<file path="config.mk">
export PLATFORM = sky130hd
export DESIGN_NAME = intd_engine
export DESIGN_NICKNAME = d
export VERILOG_FILES = /design/src/rtl/intd_engine_fix.sv /design/src/rtl/intd_pkg.sv /design/src/rtl/poll_if.sv /design/src/rtl/poll_sched.sv /design/src/rtl/intd_engine.sv
export VERILOG_INCLUDE_DIRS = /design/src /design/src/rtl
export SDC_FILE = /design/constraint.sdc
export NUM_CORES = 1
export LEC_CHECK = 0
export ABC_CLOCK_PERIOD_IN_PS = 11590
export BUFFER_PORTS_ARGS = -buffer_cell sky130_fd_sc_hd__buf_2
export CAP_MARGIN = 0
export CORE_MARGIN = 1
export CORE_UTILIZATION = 45
export CTS_CLUSTER_SIZE = 24
export DETAILED_ROUTE_END_ITERATION = 8
export PLACE_DENSITY = 0.71
export SETUP_SLACK_MARGIN = 0.4
export SLEW_MARGIN = 20
export SYNTH_ARGS = -nofsm -noshare
export SYNTH_HDL_FRONTEND = slang
export SYNTH_SLANG_ARGS = --single-unit
</file>
<file path="constraint.sdc">
create_clock -name sys_clk -period 11.59 [get_ports sys_clk]
set_clock_uncertainty 0.15 [all_clocks]
set_input_delay 3.477 -clock sys_clk [delete_from_list [all_inputs] [get_ports sys_clk]]
set_output_delay 3.477 -clock sys_clk [all_outputs]
set_load 0.02 [all_outputs]
</file>
<file path="src/rtl/intd_params.svh">
// Field positions and encodings of the interrupt transfer descriptor.
`ifndef INTD_PARAMS_SVH
`define INTD_PARAMS_SVH

// Upper descriptor half: third word above second word.
`define HI_ACTIVE 63
`define HI_HALT 62
`define HI_TOGGLE 57
`define HI_CERR_MSB 56
`define HI_CERR_LSB 55
`define HI_DONE_MSB 46
`define HI_DONE_LSB 32
`define HI_ADDR_MSB 23
`define HI_ADDR_LSB 8
`define HI_RATE_MSB 7
`define HI_RATE_LSB 3

// Lower descriptor half: first word above zeroth word.
`define LO_SPLIT 46
`define LO_TOKEN_MSB 43
`define LO_TOKEN_LSB 42
`define LO_FUNC_MSB 41
`define LO_FUNC_LSB 35
`define LO_EP_MSB 34
`define LO_EP_LSB 32
`define LO_EP_BIT0 31
`define LO_MULT_MSB 30
`define LO_MULT_LSB 29
`define LO_MAXP_MSB 28
`define LO_MAXP_LSB 18
`define LO_SIZE_MSB 17
`define LO_SIZE_LSB 3
`define LO_VALID 0

// Token encodings and per-micro-frame status bits.
`define TOKEN_OUT 2'h0
`define TOKEN_IN 2'h1
`define STAT_XERR 0
`define STAT_BABBLE 1
`define STAT_UNDERRUN 2

// Reset values.
`define RST_CERR 2'h0
`define RST_MASK 8'h00

`endif

</file>
<file path="src/rtl/intd_engine_fix.sv">
// Spare source slot; it holds no logic of its own.

</file>
<file path="src/rtl/intd_pkg.sv">
// Types shared by the interrupt descriptor engine.
package intd_pkg;
    typedef enum logic [1:0] {ST_IDLE, ST_WAIT, ST_NEXT, ST_TOKEN} xfer_state_e;
    typedef logic [2:0] uf_status_t;
    typedef logic [14:0] byte_count_t;
endpackage : intd_pkg

</file>
<file path="src/rtl/poll_if.sv">
// Carrier between the descriptor engine and its micro-frame scheduler.
`timescale 1ns/100ps
`default_nettype none
interface poll_if;
    logic [4:0] frame_num;
    logic [2:0] uframe_num;
    logic [4:0] rate;
    logic [7:0] mask;
    logic hit;
    modport sched (input frame_num, input uframe_num, input rate, input mask, output hit);
    modport ctrl (output frame_num, output uframe_num, output rate, output mask, input hit);
endinterface : poll_if
`default_nettype wire

</file>
<file path="src/rtl/poll_sched.sv">
// Decides whether the current micro-frame polls the interrupt endpoint.
`timescale 1ns/100ps
`default_nettype none
module poll_sched (
    input wire logic sys_clk,
    input wire logic resetn,
    poll_if.sched pif
);
    logic [4:0] smear;
    wire frame_match;
    wire uframe_enabled;

    ////////////////////////////////////////////////////////////////////////////
    // period from rate
    // The highest set rate bit fixes the period; the whole rate value, that bit included, gives the phase.
    genvar gi;
    generate
        for (gi = 0; gi < 5; gi = gi + 1) begin : g_smear
            assign smear[gi] = |pif.rate[4:gi];
        end
    endgenerate

    assign frame_match = ((pif.frame_num & smear) == pif.rate);
    assign uframe_enabled = pif.mask[pif.uframe_num];
    assign pif.hit = frame_match && uframe_enabled;
endmodule : poll_sched
`default_nettype wire

</file>
<file path="src/rtl/intd_engine.sv">
// Executes one high-speed interrupt IN or OUT transfer descriptor.
`timescale 1ns/100ps
`default_nettype none
`include "intd_params.svh"
module intd_engine (
    input wire logic sys_clk,
    input wire logic resetn,
    input wire logic desc_load,
    input wire logic [63:0] desc_lo,
    input wire logic [63:0] desc_hi,
    input wire logic [7:0] desc_mask,
    input wire logic uframe_tick,
    input wire logic [4:0] frame_num,
    input wire logic [2:0] uframe_num,
    input wire logic txn_done,
    input wire logic [10:0] txn_bytes,
    input wire logic txn_err,
    input wire logic txn_babble,
    input wire logic txn_underrun,
    input wire logic txn_stall,
    output logic tok_req_q,
    output logic tok_in_q,
    output logic tok_split_q,
    output logic [6:0] tok_func_q,
    output logic [3:0] tok_ep_q,
    output logic [10:0] tok_len_q,
    output logic [15:0] tok_buf_addr_q,
    output logic busy_q,
    output logic valid_q,
    output logic active_q,
    output logic halt_q,
    output logic toggle_q,
    output logic [1:0] cerr_q,
    output intd_pkg::byte_count_t bytes_done_q,
    output logic [7:0] mask_q,
    output intd_pkg::uf_status_t [7:0] status_q,
    output logic wb_q
);
    import intd_pkg::*;

    xfer_state_e state_q;
    byte_count_t size_q;
    logic [10:0] maxp_q;
    logic [1:0] mult_q;
    logic [1:0] pkt_cnt_q;
    logic [15:0] start_q;
    logic [4:0] rate_q;
    logic [2:0] cur_uf_q;

    poll_if pif ();

    ////////////////////////////////////////////////////////////////////////////
    // Descriptor decode.
    wire load_valid = desc_lo[`LO_VALID];
    wire load_active = desc_hi[`HI_ACTIVE];
    wire load_halt = desc_hi[`HI_HALT];
    wire load_runs = load_valid && load_active && !load_halt;
    wire load_in = (desc_lo[`LO_TOKEN_MSB:`LO_TOKEN_LSB] == `TOKEN_IN);
    wire [3:0] load_ep = {desc_lo[`LO_EP_MSB:`LO_EP_LSB], desc_lo[`LO_EP_BIT0]};

    ////////////////////////////////////////////////////////////////////////////
    // Packet sizing and outcome decode.
    wire [14:0] remaining = size_q - bytes_done_q;
    wire [10:0] next_len = (remaining > {4'h0, maxp_q}) ? maxp_q : remaining[10:0];
    wire [15:0] next_addr = start_q + {4'h0, bytes_done_q[14:3]};
    wire [14:0] sum_bytes = bytes_done_q + {4'h0, txn_bytes};
    wire resp = (state_q == ST_TOKEN) && txn_done;
    // babble only on IN, underrun only on OUT
    wire got_babble = txn_babble && tok_in_q;
    wire got_underrun = txn_underrun && !tok_in_q;
    wire got_xerr = txn_err || got_underrun;
    // Stalls and babble halt at once; plain errors halt once the counter runs out.
    wire cerr_out = (cerr_q == 2'h1);
    wire fatal = got_babble || txn_stall || (got_xerr && cerr_out);
    wire good = !got_babble && !txn_stall && !got_xerr;
    // stop at transfer size or on a short packet
    wire complete = good && ((sum_bytes >= size_q) || (txn_bytes < tok_len_q));
    wire more_pkts = (pkt_cnt_q < mult_q);

    assign pif.frame_num = frame_num;
    assign pif.uframe_num = uframe_num;
    assign pif.rate = rate_q;
    assign pif.mask = mask_q;

    poll_sched u_sched (
        .sys_clk(sys_clk),
        .resetn(resetn),
        .pif(pif)
    );

    ////////////////////////////////////////////////////////////////////////////
    // Sequencer.
    always_ff @(posedge sys_clk or negedge resetn) begin
        if (!resetn) begin
            state_q <= ST_IDLE;
            pkt_cnt_q <= 2'h0;
            cur_uf_q <= 3'h0;
            tok_req_q <= 1'b0;
            tok_len_q <= 11'h000;
            tok_buf_addr_q <= 16'h0000;
            wb_q <= 1'b0;
        end else begin
            wb_q <= 1'b0;
            case (state_q)
                ST_IDLE: begin
                    if (desc_load && load_runs) begin
                        state_q <= ST_WAIT;
                    end
                end
                ST_WAIT: begin
                    if (uframe_tick && pif.hit) begin
                        cur_uf_q <= uframe_num;
                        pkt_cnt_q <= 2'h0;
                        state_q <= ST_NEXT;
                    end
                end
                ST_NEXT: begin
                    tok_req_q <= 1'b1;
                    tok_len_q <= next_len;
                    tok_buf_addr_q <= next_addr;
                    pkt_cnt_q <= pkt_cnt_q + 2'h1;
                    state_q <= ST_TOKEN;
                end
                ST_TOKEN: begin
                    if (txn_done) begin
                        tok_req_q <= 1'b0;
                        wb_q <= 1'b1;
                        if (fatal || complete) begin
                            state_q <= ST_IDLE;
                        end else if (good && more_pkts) begin
                            state_q <= ST_NEXT;
                        end else begin
                            state_q <= ST_WAIT;
                        end
                    end
                end
                default: begin
                    state_q <= ST_IDLE;
                end
            endcase
        end
    end

    ////////////////////////////////////////////////////////////////////////////
    // Descriptor fields that software loads and the sequencer only reads.
    always_ff @(posedge sys_clk or negedge resetn) begin
        if (!resetn) begin
            size_q <= 15'h0000;
            maxp_q <= 11'h000;
            mult_q <= 2'h0;
            start_q <= 16'h0000;
            rate_q <= 5'h00;
            tok_in_q <= 1'b0;
            tok_split_q <= 1'b0;
            tok_func_q <= 7'h00;
            tok_ep_q <= 4'h0;
        end else if (desc_load && state_q == ST_IDLE) begin
            size_q <= desc_lo[`LO_SIZE_MSB:`LO_SIZE_LSB];
            maxp_q <= desc_lo[`LO_MAXP_MSB:`LO_MAXP_LSB];
            mult_q <= desc_lo[`LO_MULT_MSB:`LO_MULT_LSB];
            start_q <= desc_hi[`HI_ADDR_MSB:`HI_ADDR_LSB];
            rate_q <= desc_hi[`HI_RATE_MSB:`HI_RATE_LSB];
            tok_in_q <= load_in;
            tok_split_q <= desc_lo[`LO_SPLIT];
            tok_func_q <= desc_lo[`LO_FUNC_MSB:`LO_FUNC_LSB];
            tok_ep_q <= load_ep;
        end
    end

    ////////////////////////////////////////////////////////////////////////////
    // Write-back fields, shared between software load and hardware update.
    always_ff @(posedge sys_clk or negedge resetn) begin
        if (!resetn) begin
            valid_q <= 1'b0;
            active_q <= 1'b0;
            halt_q <= 1'b0;
            toggle_q <= 1'b0;
            cerr_q <= `RST_CERR;
            bytes_done_q <= 15'h0000;
            mask_q <= `RST_MASK;
            status_q <= '0;
        end else if (desc_load && state_q == ST_IDLE) begin
            valid_q <= load_valid;
            active_q <= load_active;
            halt_q <= load_halt;
            toggle_q <= desc_hi[`HI_TOGGLE];
            cerr_q <= desc_hi[`HI_CERR_MSB:`HI_CERR_LSB];
            bytes_done_q <= 15'h0000;
            mask_q <= desc_mask;
            status_q <= '0;
        end else if (resp) begin
            status_q[cur_uf_q][`STAT_XERR] <= txn_err;
            status_q[cur_uf_q][`STAT_BABBLE] <= got_babble;
            status_q[cur_uf_q][`STAT_UNDERRUN] <= got_underrun;
            if (good) begin
                toggle_q <= !toggle_q;
                bytes_done_q <= sum_bytes;
                if (!more_pkts || complete) begin
                    mask_q[cur_uf_q] <= 1'b0;
                end
            end
            if (got_xerr && cerr_q != 2'h0) begin
                cerr_q <= cerr_q - 2'h1;
            end
            if (fatal) begin
                halt_q <= 1'b1;
            end
            // valid cleared when done or fatal
            if (fatal || complete) begin
                valid_q <= 1'b0;
                active_q <= 1'b0;
            end
        end
    end

    always_ff @(posedge sys_clk or negedge resetn) begin
        if (!resetn) begin
            busy_q <= 1'b0;
        end else begin
            busy_q <= (state_q != ST_IDLE) || (desc_load && load_runs);
        end
    end
endmodule : intd_engine
`default_nettype wire

</file>
==> results_dict.tcl, run 1 <==
set metrics [dict create \
    routed_wl_um 23940 \
    dpl.hpwl_um 17560 \
    synth-seq-area-share 0.4202 \
    ioPinCount 260 \
    areaGrowthSynthToFinish_pct 20.20 \
    start_util 0.4620 \
    syn_inst 1022 \
    r2r-start "bytes_done_q[0]" \
    grt-ovfl-total 0 \
    slowest_delay_ns 0.51 \
    synth_cell_types 65 \
    synth_xor_area_frac 0.02516 \
    min_path_type "reg -> reg" \
    cts_tree "built" \
    coreArea_um2 19590 \
    placed_cell_area_um2 10300 \
    p_leak_nw 5.443 \
    nets 1452 \
    final_area_um2 10880 \
    path_cells "buf_2, ha_1, inv_1, fa_1, nor2b_1, o21ai_0, a21boi_0, o21ai_0, a211oi_1, o21a_1, o21ai_0, xnor2_1, ha_1, o21a_1, o21a_1, o21ai_0, o21ai_0, a21oi_1, nand3_1, a221oi_1" \
    ys_ff_latch 152 \
    viasPerCell 5.351 \
    cts-htree-levels 4 \
    synth-edff-count 0 \
    cp_common_cell "o21ai_0" \
    groute.usage.overall 0.2405 \
    antenna_found_initial 3 \
    holdWs_ns 0.3215 \
    p_total_w 0.003321 \
    crit_path_start_kind "input pin" \
    grt_max_degree 100 \
    syn_nets 1265 \
    fin_crit_sh 0.6578 \
    tightest_slew_ns 1.122 \
    pwr-share-seq 0.278 \
    drt_iter0_markers 415 \
    postCtsHoldBufs 0 \
    fillers 1879 \
    die_h_um 143.8 \
    drtAntennaViolNets 0 \
    cp_num_cells 20 \
    yosysWarningCount 0 \
    critPathRequiredTime_ns 11.78 \
    sw_frac_of_total 0.4651 \
    cp_data_arrival_time_ns 7.81 \
    synthFlopType "dfrtp_1" \
    slew_headroom 0.2519 \
    synthAdderAreaFrac 0.1117 \
    dp.cells 1455 \
    ir_worst_vdd_v 0.0001263 \
    drt_first_pass_iters 5 \
    syn-cell-area_um2 9051 \
    finalCriticalPeriod_ns 7.624 \
    cp_max_fo 9 \
    maxCapViolCount 0 \
    synth-async-reset-ratio 1.000 \
    setup_violations 0 \
    cts.path.max_buffers 2 \
    cp_num_buf_inv 2 \
    r2r_end "state_q[1]" \
    drive_gt1_frac 0.2128 \
    diodes 0 \
    reg2reg_depth 19 \
    rows 51 \
    path_class "in -> reg" \
    rsz0062_at_grt "false" \
    grt_pass1_wl_um 38270 \
    crit_path_end_kind "flip-flop" \
    clock-sinks 152 \
    final_cells 1487 \
    final-hold-violation-count 0 \
    intPower_w 0.001776 \
    worstSetupStartpoint "txn_bytes[0]" \
    dieArea_um2 20680 \
    cp_slowest_cell "a211oi_1" \
    root_buffer "clkbuf_16" \
    synth_compound_area_frac 0.1765 \
    path_clk_slew_ns 0.07 \
    power_frac_comb 0.557 \
    clock_latency_ns 0.44 \
    cts_resized 0 \
    grt_pass1_vias 7579 \
    gp_congestion 0.8904 \
    status "finished, final reports clean" \
    synth_simple_gate_area_share 0.1747 \
    wire_per_inst_um 16.10 \
    p_sw_w 0.001545 \
    synthMuxAreaShare 0.03967 \
    max_freq_mhz 131.2 \
    crit_family "compound AO/OA/AOI/OAI gates" \
    powerDensity_nw_per_um2 305.2 \
    drv_slew 0 \
    cts_setup_buffers 0 \
    setup.worst_path.end "state_q[1]" \
    finalSetupTns_ns 0 \
    r2r_slack_ns 6.66 \
    synth_top_family_by_area "compound AO/OA/AOI/OAI gates" \
    vias 7957 \
    cts_buffers 17 \
    p_clk_frac 0.165 \
    drc 0 \
    io_buffers 200 \
    avgSynthCellArea_um2 8.856 \
    die_x_um 143.8 \
]
==> power groups by stage <==
| stage | Sequential, W | Clock (W) | Combinational, W |
|---|---|---|---|
| 5_1_grt | 0.000953 | 0.000582 | 0.00209 |
| 3_5_place_dp | 0.000930 | 0 | 0.00184 |
| 2_1_floorplan | 0.00104 | 0 | 0.00120 |
| 3_3_place_gp | 0.000923 | 0 | 0.00179 |
| 4_1_cts | 0.000923 | 0.000562 | 0.00185 |
| 6_report | 0.000922 | 0.000549 | 0.00185 |
==> worst register-to-register path, cell delays in order (launching register included) <==
cell and delay, ns:
dfrtp_1 0.41, ha_1 0.20, inv_1 0.06, fa_1 0.40
nor2b_1 0.12, o21ai_0 0.11, a21boi_0 0.25, o21ai_0 0.20
a211oi_1 0.51, o21a_1 0.24, o21ai_0 0.14, xnor2_1 0.18
ha_1 0.30, o21a_1 0.11, o21a_1 0.16, o21ai_0 0.19
o21ai_0 0.12, a21oi_1 0.26, nand3_1 0.35, a221oi_1 0.38
==> kinds of logic after synthesis <==
group,Yosys count
AO/OA/AOI/OAI,247
XOR/XNOR,26
adder cells (fa/ha/maj),79
buffers and inverters,122
flip-flops,152
multiplexers,33
AND/OR/NAND/NOR,363
==> per-stage QoR <==
step	setup WS, ns	utilization
2_1_floorplan	4.439	-
3_3_place_gp	3.661	0.5256
3_5_place_dp	3.622	0.5256
4_1_cts	4.054	0.5552
5_1_grt	3.560	0.5553
6_report	3.966	0.5553
==> final cells by class <==
| type | instances | area [µm²] | area share |
|---|---|---|---|
| repair buffers | 207 | 1064 | 0.09776 |
| multi-input cells | 748 | 4791 | 0.4404 |
| flip-flops and latches | 152 | 3804 | 0.3496 |
| inverters | 83 | 311.5 | 0.02864 |
| clock inverters | 15 | 152.6 | 0.01403 |
| well taps | 265 | 331.6 | 0.03048 |
| clock buffers | 17 | 425.4 | 0.03910 |
==> metal layers <==
metal / GRT usage / part of all wire
met1: 0.3198 / 0.46
met2: 0.3827 / 0.47
met3: 0.06198 / 0.061
met4: 0.07335 / 0.015
met5: 0 / 0.0017
==> how the worst min path moves through the flow <==
stage | from | slack (ns) | end | cells after the start
finish | tok_buf_addr_q[0] | 0.32 | tok_buf_addr_q[0] | 2
global placement | tok_func_q[3] | 0.30 | tok_func_q[3] | 2
floorplan | mult_q[0] | 0.30 | mult_q[0] | 2
global route | tok_buf_addr_q[2] | 0.36 | tok_buf_addr_q[2] | 2
CTS | tok_split_q | 0.33 | tok_split_q | 2
detailed placement | tok_split_q | 0.31 | tok_split_q | 2
==> registers in the layout (all words and copies together), names as in the netlist, 2 cells and up <==
name            flops
bytes_done_q       15
tok_func_q          7
cerr_q              2
tok_len_q          11
state_q             2
mask_q              8
start_q            16
tok_ep_q            4
size_q             15
tok_buf_addr_q     16
pif.rate            5
mult_q              2
status_q           24
cur_uf_q            3
maxp_q             11
pkt_cnt_q           2
==> cells in the mapped netlist, types with 19 or more instances <==
| cell type | count | area, µm² |
|---|---|---|
| mux2i_1 | 28 | 280.3 |
| xnor2_1 | 19 | 166.4 |
| nor3_1 | 26 | 130.1 |
| nand2_1 | 195 | 732.0 |
| clkbuf_1 | 33 | 123.9 |
| dfrtp_1 | 152 | 3804 |
| ha_1 | 76 | 950.9 |
| nor2_1 | 64 | 240.2 |
| a21oi_1 | 52 | 260.3 |
| inv_1 | 83 | 311.6 |
| nand3_1 | 27 | 135.1 |
| o21ai_0 | 84 | 420.4 |
==> layout by cell type (no fill, tap or decap), types with 16 or more instances in the layout <==
cell type and instances:
o21ai_0 84, a21oi_1 52, a21o_1 16, xnor2_1 19
mux2i_1 28, nand3_1 27, buf_2 199, nor3_1 26
ha_1 76, nor2_1 63, clkbuf_16 17, dfrtp_1 152
inv_1 83, nand2_1 195, o31ai_1 16
No activity file was read; power rests on OpenSTA's default activity.
==> run 2: changes to the inputs <==
- ABC_AREA: unset -> 1
- ABC_CLOCK_PERIOD_IN_PS: 11590 -> 7000
- PLACE_DENSITY: 0.71 -> 0.73
- clock period: 11.59 -> 7 ns (I/O delays scaled with it)
==> run 2 against run 1 <==
Effect of this change:
- global-route usage up 0.58 points
- setup slack got worse by 2.4 ns
- count of clock-buffer cells in the layout stayed put
- critical path type unchanged
==> results_dict.tcl, run 2 <==
set metrics [dict create \
    synth-edff-count 0 \
    finalCriticalPeriod_ns 5.405 \
    drt_iter0_markers 399 \
    groute.usage.overall 0.2463 \
    crit_path_start_kind "input pin" \
    path_cells "buf_2, ha_1, inv_1, fa_1, nand3b_1, nand2_1, nand2_1, nand2_1, nand2_1, o21ai_0, xor2_1, inv_1, ha_1, nand2_1, nor4b_1, nand2_1, nand4_1, nand2_1, nand2_2, nand2_1, nand2_1, nand2_1" \
    cts_resized 0 \
    final_area_um2 11300 \
    avgSynthCellArea_um2 7.539 \
    layout_commonest_cell "nand2_1" \
    cp_slowest_cell "fa_1" \
    root_buffer "clkbuf_16" \
    powerDensity_nw_per_um2 511.8 \
    sw_frac_of_total 0.5040 \
    slowest_delay_ns 0.40 \
    synth_cell_types 40 \
    yosysTopAreaCell "dfrtp_1" \
    final_cells 1731 \
    io_buffers 200 \
    routed_wl_um 25830 \
    syn-cell-area_um2 9447 \
    grt_pass1_wl_um 41730 \
    synth-async-reset-ratio 1.000 \
    drive_gt1_frac 0.1807 \
    cts_buffers 17 \
    drc 0 \
    path_class "in -> reg" \
    tightest_slew_ns 0.8810 \
    crit_path_end_kind "flip-flop" \
    die_h_um 146.9 \
    drtAntennaViolNets 0 \
    synthTopCellsByArea "dfrtp_1, nand2_1, ha_1" \
    p_clk_frac 0.160 \
    top_regs "status_q x24, start_q x16, tok_buf_addr_q x16" \
    rsz0062_at_grt "false" \
    cp_data_arrival_time_ns 5.58 \
    postCtsHoldBufs 0 \
    die_x_um 146.9 \
    yosysMostFrequentCell "nand2_1" \
    cp_common_cell "nand2_1" \
    dp.cells 1698 \
    multi_input_area_um2 4797 \
    start_util 0.4624 \
    crit_family "simple AND/OR/NAND/NOR gates" \
    setup_violations 0 \
    largest_register_ffs 24 \
    pwr-share-seq 0.262 \
    min_path_type "reg -> reg" \
    drt_first_pass_iters 5 \
    fin_crit_sh 0.7721 \
    min_from "tok_buf_addr_q[15]" \
    dpl.hpwl_um 19710 \
    nets 1691 \
    max_freq_mhz 185.0 \
    path_clk_slew_ns 0.07 \
    finalSetupTns_ns 0 \
    final_util 0.5530 \
    status "finished, final reports clean" \
    maxCapViolCount 0 \
    synthFlopType "dfrtp_1" \
    rows 52 \
    seqCellArea_um2 3804 \
    syn_inst 1253 \
    gp_congestion 0.9424 \
    final-hold-violation-count 0 \
    areaGrowthSynthToFinish_pct 19.59 \
    viasPerCell 5.068 \
    coreArea_um2 20430 \
    ir_worst_vdd_v 0.0003213 \
    power_frac_comb 0.578 \
    diodes 0 \
    p_leak_nw 6.246 \
    r2r-start "bytes_done_q[0]" \
    intPower_w 0.002868 \
    vias 8773 \
    cts_setup_buffers 0 \
    cts_tree "built" \
    grt_max_degree 106 \
    yosysWarningCount 0 \
    worstSetupStartpoint "txn_bytes[0]" \
    p_sw_w 0.002914 \
    slew_headroom 0.4106 \
    holdWs_ns 0.3290 \
    grt_pass1_vias 8315 \
    ys_ff_latch 152 \
    syn_nets 1496 \
    synth-seq-area-share 0.4026 \
    dieArea_um2 21580 \
    grt-ovfl-total 0 \
    fillers 1986 \
    placed_cell_area_um2 10680 \
    regMostFlops "status_q" \
    cp_num_buf_inv 3 \
    synth_top_area_share 0.4026 \
    yosys-top-cells-count "nand2_1, inv_1, dfrtp_1, o21ai_0, ha_1" \
    critPathRequiredTime_ns 7.18 \
    ioPinCount 260 \
    clock_latency_ns 0.44 \
    cts-htree-levels 4 \
    clock-sinks 152 \
    antenna_found_initial 4 \
    wire_per_inst_um 14.92 \
    cts.path.max_buffers 2 \
    cp_max_fo 9 \
    drv_slew 0 \
    final_cell_mix "nand2_1, buf_2, inv_1" \
]
==> run 2: path summary, 6_finish.rpt <==
check / end / slack, ns / depth (start not counted)
max: mask_q[0] / 1.60 / 22
max in group asynchronous: bytes_done_q[11] / 3.87 / 3
min: tok_buf_addr_q[15] / 0.33 / 2
max reg2reg: mask_q[0] / 2.90 / 21
min in group asynchronous: maxp_q[5] / 1.47 / 1
min reg2reg: tok_buf_addr_q[15] / 0.33 / 2
==> run 2: tightest hold or removal path, delay by kind of cell, from the launching register on <==
| family | cells | cell delay (ns) |
|---|---|---|
| simple gates | 2 | 0.10 |
| flops | 1 | 0.34 |
==> run 2: metal layers <==
metal	wire length [µm]	vias to the layer above	global-route usage
met5	40	-	0
met2	11980	255	0.3988
met3	1602	33	0.06056
met1	11830	4036	0.3273
li1	-	4443	-
met4	382	6	0.06823
==> run 2: through the flow <==
stage	power, W	worst slack (ns)
global route	0.006298	1.235
floorplan	0.003952	1.980
CTS	0.005791	1.644
finish	0.005782	1.595
detailed placement	0.004841	1.222
global placement	0.004743	1.336
==> run 2: layout make-up <==
| class | instances | share of cell area |
|---|---|---|
| Clock inverter | 15 | 0.01462 |
| Sequential cell | 152 | 0.3367 |
| Tap cell | 270 | 0.02990 |
| Timing Repair Buffer | 207 | 0.09558 |
| Multi-Input combinational cell | 887 | 0.4246 |
| Inverter | 183 | 0.06091 |
| Clock buffer | 17 | 0.03766 |
==> run 2: power by group through the flow <==
stage	Sequential (W)	Combinational (W)	Clock, W
finish	0.00151	0.00334	0.000927
global route	0.00156	0.00375	0.000981
CTS	0.00151	0.00334	0.000941
detailed placement	0.00152	0.00332	0
global placement	0.00152	0.00323	0
floorplan	0.00172	0.00223	0
==> run 2: cell families (layout without fill, tap and decap cells) <==
logic type	count (synthesis)	in the layout	synth area share
AO/OA/AOI/OAI	206	206	0.1199
XOR/XNOR	28	28	0.02596
adder cells (fa/ha/maj)	79	79	0.1070
buffers and inverters	214	422	0.08954
flip-flops	152	152	0.4026
AND/OR/NAND/NOR	574	574	0.2550
